===== src/verilog/rcp_pkg.sv =====
// Constants, types and helpers for the receive cell processor
// Behaviour
// - Flush control empties FIFO and drops writes
// - Descramble payload unless disable bit set
// - Optionally add coset to received HCS
// - Drop uncorrectable cells unless pass-through
// - Pass-through forwards errored cells, stays correcting
// - Drop all cells outside SYNC
// - Correct single-bit header errors when enabled
// - Correction disabled makes errors uncorrectable
// - Drop idle cells unless filter bypassed
// - Bypass ignores pattern, no zero-VPI/VCI filtering
// - Parity over output byte, even or odd
// - Status bit high outside SYNC
// - Overrun flag, cleared by status read
// - Uncorrectable header flag, cleared by read
// - Correctable header flag, cleared by read
// - Delineation change flag, cleared by read
// - Each event interrupts only when enabled
// - Pattern maps to GFC, PTI, CLP positions
// - Idle needs zero VPI/VCI plus pattern
// - Mask bit one compares, zero ignores
package rcp_pkg;
   localparam logic [7:0] IDX_CTRL  = 8'h50;
   localparam logic [7:0] IDX_IRQ   = 8'h51;
   localparam logic [7:0] IDX_PAT   = 8'h52;
   localparam logic [7:0] IDX_MSK   = 8'h53;
   localparam logic [7:0] CTRL_RST  = 8'h04;
   localparam logic [7:0] COSET     = 8'h55;
   localparam logic [7:0] CRC_POLY  = 8'h07;
   localparam logic [5:0] HCS_POS   = 6'h04;
   localparam logic [5:0] PAY_POS   = 6'h05;
   localparam logic [5:0] LAST_POS  = 6'h34;
   localparam logic [5:0] TAIL_OFS  = 6'h30;
   localparam logic [1:0] RESP_OKAY = 2'h0;
   localparam logic [1:0] RESP_SLVERR = 2'h2;
   localparam int SCR_LEN   = 43;
   localparam int CELL_LEN  = 53;
   localparam int ALPHA_DEF = 7;
   localparam int DELTA_DEF = 6;
   localparam int CELLS_DEF = 4;
   localparam int B_OOC     = 7;
   localparam int F_OV      = 0;
   localparam int F_UH      = 1;
   localparam int F_CH      = 2;
   localparam int F_DC      = 3;

   typedef struct packed {
      logic parity_type;
      logic filter_bypass;
      logic corr_dis;
      logic hdr_pass;
      logic coset_add;
      logic descr_dis;
      logic flush;
   } rcp_ctrl_s;

   typedef struct packed {
      logic [3:0] gfc;
      logic [2:0] pti;
      logic       clp;
   } rcp_hsel_s;

   typedef enum logic [2:0] {HUNT = 3'h1, PRESYNC = 3'h2, SYNC = 3'h4} rcp_delin_e;
   typedef enum logic [1:0] {CORRECT = 2'h1, DETECT = 2'h2} rcp_hcsm_e;

   function automatic logic [7:0] crc8(input logic [31:0] d);
      logic [7:0] c;
      c = 8'h00;
      for (int i = 31; i >= 0; i--) begin
         c = {c[6:0], 1'b0} ^ ((c[7] ^ d[i]) ? CRC_POLY : 8'h00);
      end
      return c;
   endfunction

   // Error pattern for a single-bit syndrome, zero when none fits
   function automatic logic [39:0] syn_mask(input logic [7:0] s);
      logic [39:0] v;
      logic [39:0] m;
      m = 40'h0;
      for (int i = 0; i < 40; i++) begin
         v = 40'h1 << i;
         if (s != 8'h00 && (crc8(v[39:8]) ^ v[7:0]) == s) m = v;
      end
      return m;
   endfunction

   // Self-synchronous x^43+1 descrambler, bits taken msb first
   function automatic logic [SCR_LEN+7:0] descr(input logic [7:0] b,
                                                input logic [SCR_LEN-1:0] h);
      logic [7:0]         o;
      logic [SCR_LEN-1:0] n;
      n = h;
      o = 8'h00;
      for (int i = 7; i >= 0; i--) begin
         o[i] = b[i] ^ n[SCR_LEN-1];
         n = {n[SCR_LEN-2:0], b[i]};
      end
      return {o, n};
   endfunction
endpackage


===== src/verilog/rcp_receive_cell_processor.sv =====
// Receive cell processor: delineation, HCS check, filter, cell FIFO, registers
module rcp_receive_cell_processor #(
   parameter int AW    = 12,
   parameter int CELLS = rcp_pkg::CELLS_DEF,
   parameter int ALPHA = rcp_pkg::ALPHA_DEF,
   parameter int DELTA = rcp_pkg::DELTA_DEF
) (
   input  wire logic          aclk,          // System clock
   input  wire logic          aresetn,       // Synchronous reset, low
   input  wire logic [AW-1:0] awaddr,        // Write address
   input  wire logic          awvalid,       // Write address valid
   output logic               awready,       // Write address ready
   input  wire logic [31:0]   wdata,         // Write data
   input  wire logic [3:0]    wstrb,         // Write strobes
   input  wire logic          wvalid,        // Write data valid
   output logic               wready,        // Write data ready
   output logic [1:0]         bresp,         // Write response
   output logic               bvalid,        // Write response valid
   input  wire logic          bready,        // Write response ready
   input  wire logic [AW-1:0] araddr,        // Read address
   input  wire logic          arvalid,       // Read address valid
   output logic               arready,       // Read address ready
   output logic [31:0]        rdata,         // Read data
   output logic [1:0]         rresp,         // Read response
   output logic               rvalid,        // Read data valid
   input  wire logic          rready,        // Read data ready
   input  wire logic          in_valid,      // Payload envelope byte valid
   input  wire logic [7:0]    in_data,       // Payload envelope byte
   input  wire logic          rx_read,       // Read one FIFO byte
   output logic               rx_cell_avail, // Whole cell in FIFO
   output logic [7:0]         rx_data_out,   // Received byte
   output logic               rx_data_valid, // Byte valid pulse
   output logic               rx_cell_start, // First byte of cell
   output logic               rx_parity_out, // Parity over byte
   output logic               irq            // Interrupt, high active
);
   import rcp_pkg::*;

   localparam int PW = (CELLS > 1) ? $clog2(CELLS) : 1;
   localparam int CW = $clog2(CELLS + 1);
   localparam int MW = $clog2(CELLS * CELL_LEN);

   function automatic logic [3:0] dec(input logic [AW-1:0] a);
      logic [AW-3:0] w;
      w = a[AW-1:2];
      dec = 4'h0;
      if (a[1:0] == 2'h0) begin
         dec[0] = (w == (AW-2)'(IDX_CTRL));
         dec[1] = (w == (AW-2)'(IDX_IRQ));
         dec[2] = (w == (AW-2)'(IDX_PAT));
         dec[3] = (w == (AW-2)'(IDX_MSK));
      end
   endfunction

   // Register bus state
   rcp_ctrl_s     ctrl, next_ctrl;
   rcp_hsel_s     pat, next_pat, msk, next_msk;
   logic [2:0]    ien, next_ien;
   logic [3:0]    flags, next_flags;
   logic          aw_got, next_aw_got, w_got, next_w_got;
   logic [AW-1:0] aw_a, next_aw_a;
   logic [7:0]    w_d, next_w_d;
   logic          w_s, next_w_s;
   logic          next_bvalid, next_rvalid;
   logic [1:0]    next_bresp, next_rresp;
   logic [31:0]   next_rdata;
   logic [3:0]    rsel, wsel, ev;
   logic          rd_irq, ooc;

   // Cell path state
   rcp_delin_e         dstate, next_dstate;
   rcp_hcsm_e          hstate, next_hstate;
   logic [5:0]         idx, next_idx, dpos;
   logic [2:0]         run, next_run;
   logic [39:0]        win, next_win, nwin, emask, dly, next_dly;
   logic [SCR_LEN-1:0] shist, next_shist;
   logic [SCR_LEN+7:0] dsc;
   logic [31:0]        fix, next_fix, hfix;
   logic               acc, next_acc;
   logic [7:0]         syn, wbyte;
   logic               at_hdr, sync_hdr, hdr_ok, corr, unc, keep, idle, cand;

   // FIFO state
   logic [7:0]    mem [CELLS*CELL_LEN];
   logic [PW-1:0] wptr, next_wptr, rptr, next_rptr;
   logic [CW-1:0] cnt, next_cnt;
   logic [5:0]    rbyte, next_rbyte;
   logic          wr, commit, rd, pop;
   logic [CW-1:0] held;
   logic [7:0]    next_rx_data;
   logic          next_rx_valid, next_rx_start, next_rx_par;

   assign awready = !aw_got;
   assign wready  = !w_got;
   assign arready = !rvalid;
   assign rsel    = dec(araddr);
   assign wsel    = dec(aw_a);
   assign rd_irq  = arvalid && arready && rsel[1];
   assign ooc     = (dstate != SYNC);
   // Shared header-error enable covers both HCS flags
   assign irq = |(flags & {ien[2], ien[1], ien[1], ien[0]});

   always_comb begin
      next_ctrl   = ctrl;
      next_pat    = pat;
      next_msk    = msk;
      next_ien    = ien;
      next_aw_got = aw_got;
      next_aw_a   = aw_a;
      next_w_got  = w_got;
      next_w_d    = w_d;
      next_w_s    = w_s;
      next_bvalid = bvalid && !bready;
      next_bresp  = bresp;
      next_rvalid = rvalid && !rready;
      next_rresp  = rresp;
      next_rdata  = rdata;
      if (awvalid && awready) begin
         next_aw_got = 1'b1;
         next_aw_a   = awaddr;
      end
      if (wvalid && wready) begin
         next_w_got = 1'b1;
         next_w_d   = wdata[7:0];
         next_w_s   = wstrb[0];
      end
      if (aw_got && w_got && !bvalid) begin
         next_aw_got = 1'b0;
         next_w_got  = 1'b0;
         next_bvalid = 1'b1;
         next_bresp  = (wsel != 4'h0) ? RESP_OKAY : RESP_SLVERR;
         if (w_s && wsel[0]) next_ctrl = rcp_ctrl_s'(w_d[6:0]);
         if (w_s && wsel[1]) next_ien = w_d[7:5];
         if (w_s && wsel[2]) next_pat = rcp_hsel_s'(w_d);
         if (w_s && wsel[3]) next_msk = rcp_hsel_s'(w_d);
      end
      if (arvalid && arready) begin
         next_rvalid = 1'b1;
         next_rresp  = (rsel != 4'h0) ? RESP_OKAY : RESP_SLVERR;
         next_rdata  = 32'h0;
         if (rsel[0]) next_rdata[7:0] = {ooc, ctrl};
         if (rsel[1]) next_rdata[7:0] = {ien, flags, 1'b0};
         if (rsel[2]) next_rdata[7:0] = pat;
         if (rsel[3]) next_rdata[7:0] = msk;
      end
      // A new event in the clearing cycle survives the read
      next_flags = (flags & ~{4{rd_irq}}) | ev;
   end

   always_ff @(posedge aclk) begin
      if (!aresetn) begin
         ctrl   <= rcp_ctrl_s'(CTRL_RST[6:0]);
         pat    <= rcp_hsel_s'(8'h00);
         msk    <= rcp_hsel_s'(8'h00);
         ien    <= 3'h0;
         flags  <= 4'h0;
         aw_got <= 1'b0;
         aw_a   <= '0;
         w_got  <= 1'b0;
         w_d    <= 8'h00;
         w_s    <= 1'b0;
         bvalid <= 1'b0;
         bresp  <= RESP_OKAY;
         rvalid <= 1'b0;
         rresp  <= RESP_OKAY;
         rdata  <= 32'h0;
      end else begin
         ctrl   <= next_ctrl;
         pat    <= next_pat;
         msk    <= next_msk;
         ien    <= next_ien;
         flags  <= next_flags;
         aw_got <= next_aw_got;
         aw_a   <= next_aw_a;
         w_got  <= next_w_got;
         w_d    <= next_w_d;
         w_s    <= next_w_s;
         bvalid <= next_bvalid;
         bresp  <= next_bresp;
         rvalid <= next_rvalid;
         rresp  <= next_rresp;
         rdata  <= next_rdata;
      end
   end

   // Header check over the last five bytes, including the one arriving now
   always_comb begin
      nwin     = {win[31:0], in_data};
      syn      = crc8(nwin[39:8]) ^ nwin[7:0] ^ (ctrl.coset_add ? COSET : 8'h00);
      emask    = syn_mask(syn);
      hdr_ok   = (syn == 8'h00);
      at_hdr   = in_valid && (dstate == HUNT || idx == HCS_POS);
      sync_hdr = in_valid && dstate == SYNC && idx == HCS_POS;
      corr     = !hdr_ok && emask != 40'h0 && !ctrl.corr_dis && hstate == CORRECT;
      unc      = !hdr_ok && !corr;
      keep     = hdr_ok || corr || ctrl.hdr_pass;
      hfix     = nwin[39:8] ^ (corr ? emask[39:8] : 32'h0);
      // VPI and VCI all zero, then masked GFC/PTI/CLP against the pattern
      idle     = (hfix[27:4] == 24'h0)
                 && (((rcp_hsel_s'({hfix[31:28], hfix[3:0]}) ^ pat) & msk) == 8'h00);
      cand     = sync_hdr && keep && !(idle && !ctrl.filter_bypass) && !ctrl.flush;
      dsc      = descr(in_data, shist);
      ev       = 4'h0;
      next_dstate = dstate;
      next_hstate = hstate;
      next_idx    = idx;
      next_run    = run;
      next_win    = win;
      next_dly    = dly;
      next_shist  = shist;
      next_fix    = fix;
      next_acc    = acc && !ctrl.flush;
      if (in_valid) begin
         next_win = nwin;
         next_idx = (idx == LAST_POS) ? 6'h00 : idx + 6'h01;
         next_dly = {dly[31:0], in_data};
         if (idx >= PAY_POS && dstate != HUNT) begin
            next_shist = dsc[SCR_LEN-1:0];
            if (!ctrl.descr_dis) next_dly[7:0] = dsc[SCR_LEN+7:SCR_LEN];
         end
         unique case (dstate)
            HUNT: if (hdr_ok) begin
               next_dstate = PRESYNC;
               next_idx    = PAY_POS;
               next_run    = 3'h0;
            end
            PRESYNC: if (at_hdr) begin
               if (!hdr_ok) next_dstate = HUNT;
               else if (run == 3'(DELTA - 1)) begin
                  next_dstate = SYNC;
                  next_run    = 3'h0;
                  ev[F_DC]    = 1'b1;
               end else next_run = run + 3'h1;
            end
            SYNC: if (at_hdr) begin
               if (hdr_ok) next_run = 3'h0;
               else if (run == 3'(ALPHA - 1)) begin
                  next_dstate = HUNT;
                  ev[F_DC]    = 1'b1;
               end else next_run = run + 3'h1;
            end
         endcase
         if (at_hdr) begin
            next_fix = corr ? emask[39:8] : 32'h0;
            next_acc = cand && held < CW'(CELLS) && next_dstate == SYNC;
         end
      end
      if (sync_hdr) begin
         ev[F_CH] = corr;
         ev[F_UH] = unc;
         ev[F_OV] = cand && held >= CW'(CELLS);
         if (ctrl.hdr_pass) next_hstate = CORRECT;
         else next_hstate = hdr_ok ? CORRECT : DETECT;
      end
   end

   always_ff @(posedge aclk) begin
      if (!aresetn) begin
         dstate <= HUNT;
         hstate <= CORRECT;
         idx    <= 6'h00;
         run    <= 3'h0;
         win    <= 40'h0;
         dly    <= 40'h0;
         shist  <= '0;
         fix    <= 32'h0;
         acc    <= 1'b0;
      end else begin
         dstate <= next_dstate;
         hstate <= next_hstate;
         idx    <= next_idx;
         run    <= next_run;
         win    <= next_win;
         dly    <= next_dly;
         shist  <= next_shist;
         fix    <= next_fix;
         acc    <= next_acc;
      end
   end

   // Bytes reach the FIFO five bytes late so the header verdict is known
   assign dpos   = (idx >= PAY_POS) ? idx - PAY_POS : idx + TAIL_OFS;
   assign wr     = in_valid && acc && !ctrl.flush;
   assign commit = wr && dpos == LAST_POS;
   assign wbyte  = dly[39:32] ^ ((dpos < HCS_POS) ? fix[31 - 8*dpos -: 8] : 8'h00);
   assign rd     = rx_read && cnt != '0;
   assign pop    = rd && rbyte == LAST_POS;
   // The cell committing at a header decision already owns a slot
   assign held   = cnt + CW'(commit) - CW'(pop);
   assign rx_cell_avail = (cnt != '0);

   always_comb begin
      next_wptr  = commit ? ((wptr == PW'(CELLS - 1)) ? '0 : wptr + 1'b1) : wptr;
      next_rptr  = pop ? ((rptr == PW'(CELLS - 1)) ? '0 : rptr + 1'b1) : rptr;
      next_cnt   = cnt + CW'(commit) - CW'(pop);
      next_rbyte = rd ? (pop ? 6'h00 : rbyte + 6'h01) : rbyte;
      if (ctrl.flush) begin
         next_cnt   = '0;
         next_rptr  = next_wptr;
         next_rbyte = 6'h00;
      end
      next_rx_data  = rd ? mem[MW'(int'(rptr) * CELL_LEN + int'(rbyte))] : rx_data_out;
      next_rx_valid = rd && !ctrl.flush;
      next_rx_start = rd && !ctrl.flush && rbyte == 6'h00;
      next_rx_par   = ^next_rx_data ^ !ctrl.parity_type;
   end

   always_ff @(posedge aclk) begin
      if (wr) mem[MW'(int'(wptr) * CELL_LEN + int'(dpos))] <= wbyte;
   end

   always_ff @(posedge aclk) begin
      if (!aresetn) begin
         wptr          <= '0;
         rptr          <= '0;
         cnt           <= '0;
         rbyte         <= 6'h00;
         rx_data_out   <= 8'h00;
         rx_data_valid <= 1'b0;
         rx_cell_start <= 1'b0;
         rx_parity_out <= 1'b0;
      end else begin
         wptr          <= next_wptr;
         rptr          <= next_rptr;
         cnt           <= next_cnt;
         rbyte         <= next_rbyte;
         rx_data_out   <= next_rx_data;
         rx_data_valid <= next_rx_valid;
         rx_cell_start <= next_rx_start;
         rx_parity_out <= next_rx_par;
      end
   end
endmodule


===== config.mk =====
export PLATFORM = sky130hd
export DESIGN_NAME = rcp_receive_cell_processor
export DESIGN_NICKNAME = d
export VERILOG_FILES = /design/src/verilog/rcp_pkg.sv /design/src/verilog/rcp_receive_cell_processor.sv
export SDC_FILE = /design/constraint.sdc
export NUM_CORES = 2
export LEC_CHECK = 0
export BUFFER_PORTS_ARGS = -buffer_cell sky130_fd_sc_hd__clkbuf_2
export CORE_MARGIN = 8
export CORE_UTILIZATION = 35
export DETAILED_ROUTE_END_ITERATION = 10
export HOLD_SLACK_MARGIN = 0.02
export PLACE_DENSITY_LB_ADDON = 0.12
export SETUP_SLACK_MARGIN = 0.3
export SYNTH_ARGS = -nofsm -noshare
export SYNTH_HDL_FRONTEND = slang
export SYNTH_SLANG_ARGS = --single-unit

===== constraint.sdc =====
create_clock -name aclk -period 9.7 [get_ports aclk]
set_input_delay 0.485 -clock aclk [delete_from_list [all_inputs] [get_ports aclk]]
set_output_delay 0.485 -clock aclk [all_outputs]
set_load 0.01 [all_outputs]

==> run_results.csv <==
group,metric,value,unit
synth,syn_area,80100,um^2
critical_path,path_delay_family,"multiplexers",
floorplan,rows,175,
floorplan,dieArea,244000,um^2
cells_and_area,areaGrowthSynthToFinish,13.9,%
cells_and_area,nFillCells,20300,
cells_and_area,fin_util,40.1,%
clocking,clock-sinks,1947,
floorplan,floorplan.initialDensity,35.2,%
clocking,cts_buffer_depth,3,
run_status,outcome,"finished, final reports clean",
timing,finalSetupViolCount,0,
timing,timing.final.hold_violations,0,
synth,ys_warn_count,0,
clocking,cts_made_buffers,208,
clocking,ctsResizeCount,0,
drt,viasPerCell,5.21,
placed_design,hpwl,121000,um
placed_design,gp_congestion,0.816,
global_routing,grt_pass1_wl,302000,um
synth,ys_async_sr_fraction,0,%
timing,drv_slew,0,
critical_path,rrSetupSlack,3410,ps
global_routing,grt-ovfl-total,0,
critical_path,critPathMostFrequentCell,"mux2i_1",
global_routing,grt_max_degree,213,
global_routing,grt_pass1_vias,40800,
timing,relSlewSlack,11.9,%
critical_path,crit_required,10420,ps
clocking,cts_tree,"built",
critical_path,worstPathMaxFanout,42,
critical_path,slowest_delay,1300,ps
clocking,clk_pin_slew_worst_paths,60,ps
timing,skew,26.3,ps
timing,period_share,64.8,%
synth,synthCells,4317,
clocking,h-tree-depth,4,
critical_path,worstPathArrival,7000,ps
cells_and_area,final_common_cell,"edfxtp_1",
critical_path,start_kind,"flop",
placed_design,io_buffers,77,
synth,synth-edff-count,1696,
cells_and_area,layout-drive-gt1-share,23.6,%
clocking,post_cts_buffers,0,
pwr,power_density,195,nW/um^2
drt,drt_iter0_markers,3392,
cells_and_area,final_cell_mix,"1,696 x edfxtp_1, 564 x mux4_2, 277 x nor2_1, 272 x nand2_1, 251 x dfxtp_1",
drt,vias,39800,
critical_path,cp.buffers_inverters,2,
critical_path,critPathKind,"flop to flop",
global_routing,grt_usage,16.8,%
critical_path,cp_num_cells,14,
pwr,ir_drop,0.133,mV
critical_path,r2r_start,"rptr[1]",
timing,rsz0062_at_grt,"false",
critical_path,cp-startpoint,"rptr[1]",
global_routing,antenna_found_initial,18,
clocking,clockRootBuffer,"clkbuf_16",
synth,ys_seq_area_share,69.9,%
cells_and_area,final_nets,4571,
timing,max_freq,159,MHz
clocking,insertion_delay,840,ps
floorplan,die_y,494,um
critical_path,worstReg2RegEnd,"rx_parity_out",
critical_path,rr_worst_depth,14,
drt,drc,0,
synth,synth_area_per_cell,18.6,um^2
critical_path,cp_cell_sequence,"ha_1 > ha_4 > inv_1 > fa_4 > buf_4 > mux4_2 > mux4_2 > mux2i_1 > mux2i_1 > mux2i_1 > xor2_1 > xnor3_1 > xnor2_1 > and2_1",
clocking,cts_hold_buf,35,
critical_path,cp-endpoint,"rx_parity_out",
floorplan,top_level_ports,131,
hold_path,hp-class,"primary input to flop",
job,cap_violations,0,
floorplan,die_x,494,um
drt,ant_nets,0,
drt,routed_wl,207000,um
synth,synth.ff_latch_count,1947,
critical_path,cpMaxStageDelayCell,"fa_4",
floorplan,coreArea,227000,um^2
synth,ys_types,92,
drt,wl_per_cell,27.2,um
drt,dr.pass1.iters,6,
synth,ys_dominant_reg_cell,"edfxtp_1",
timing,final.setup.tns,0,ps
critical_path,crit_path_end_kind,"flop",
timing,finalCriticalPeriod,6290,ps
timing,max_slew.worst_pin.slew,1320,ps
pwr,power.leakage,30.1,nW
==> routing by layer <==
metal	vias up	share of wire (%)	global-route usage [%]	wire length, um
met4	0	1.8	3.63	3830
met5	-	0	0	0
met1	21100	46	24.6	95500
met3	243	5.0	2.40	10400
li1	17400	-	-	-
met2	1002	47	26.7	97800
==> worst min path at each step <==
stage,from,end,cells after the start
finish,araddr[5],rdata[0],5
global route,araddr[4],rdata[0],5
CTS,araddr[5],rdata[0],5
detailed placement,fix[14],fix[14],2
global placement,fix[15],fix[15],2
floorplan,fix[10],fix[10],2
==> power by group <==
group	total [mW]	switching (mW)	internal, mW	leakage, nW
logic	0.892	0.592	0.299	7.78
registers	9.02	0.0247	9.00	19.1
clock network	7.91	3.35	4.56	3.30
total	17.8	3.97	13.9	30.1
==> logic make-up (layout without fill, tap and decap cells) <==
kind of cell	after synthesis	count (layout)	synth area share, %
AOI/OAI and AO/OA	283	283	2.55
xor gates and xnor gates	157	157	2.52
adders and majority gates	44	44	0.734
buffers and inverters	325	610	1.72
DFF	1947	1947	69.9
muxes	697	697	17.6
other	1	31	0.00468
and+or+nand+nor	863	863	5.06
==> synth_stat cells, drive strengths merged, types with 5 or more instances <==
cell,n,area [um^2]
a21oi,37,193
or3,6,37.5
nor2,278,1050
nor3,34,198
xor2,43,418
inv,43,161
o211a,19,190
o21a,7,52.6
nor4,24,175
mux2i,125,1260
fa,5,100
xor3,6,143
nand4,15,93.8
xnor3,24,552
buf,103,547
a21boi,89,668
a22oi,20,150
nand3,36,180
mux4,564,12700
ha,39,488
nand2,283,1070
o21ai,44,220
dfxtp,251,5020
or2,6,37.5
and3,6,37.5
edfxtp,1696,50900
mux2,8,90.1
nor3b,8,65.1
a21o,10,75.1
xnor2,84,905
nor2b,127,795
and2,16,103
o31ai,8,70.1
clkbuf,179,672
==> per-stage QoR <==
step	instance area [um^2]	setup WS, ps	std cells	hold WS [ps]	power [mW]
floorplan	80200	2800	4342	428	9.85
global placement	84100	3440	7214	438	10.1
detailed placement	84100	3410	7214	444	10.1
CTS	91200	3420	7636	73.4	18.0
global route	91200	3040	7637	143	18.4
finish	91200	3410	7641	153	17.8
==> tightest hold or removal path, cell delays in order <==
cell	delay [ps]
clkbuf_2	70
nor4_1	40
buf_4	170
nand3_1	90
a21boi_0	70
==> registers in the layout, summed over array words and instances, names as in the netlist, 4 cells and up <==
| signal | count |
|---|---|
| flags | 4 |
| w_d | 8 |
| rdata | 8 |
| aw_a | 12 |
| pat | 8 |
| msk | 8 |
| idx | 6 |
| fix | 32 |
| ctrl | 7 |
| win | 32 |
| dly | 40 |
| shist | 43 |
| rx_data_out | 8 |
| rbyte | 6 |
| mem | 1696 |
==> area by class of cell <==
| type | count | area, um^2 | share of cell area, % |
|---|---|---|---|
| antenna | 5 | 12.5 | 0.0137 |
| clock buffer | 273 | 5610 | 6.15 |
| clock inverter | 114 | 1150 | 1.26 |
| inverter | 43 | 161 | 0.177 |
| multi-input combinational | 2070 | 23100 | 25.4 |
| sequential | 1947 | 56000 | 61.3 |
| tap | 3009 | 3760 | 4.13 |
| timing repair buffer | 180 | 1430 | 1.57 |
No activity file was read; power rests on OpenSTA's default activity.
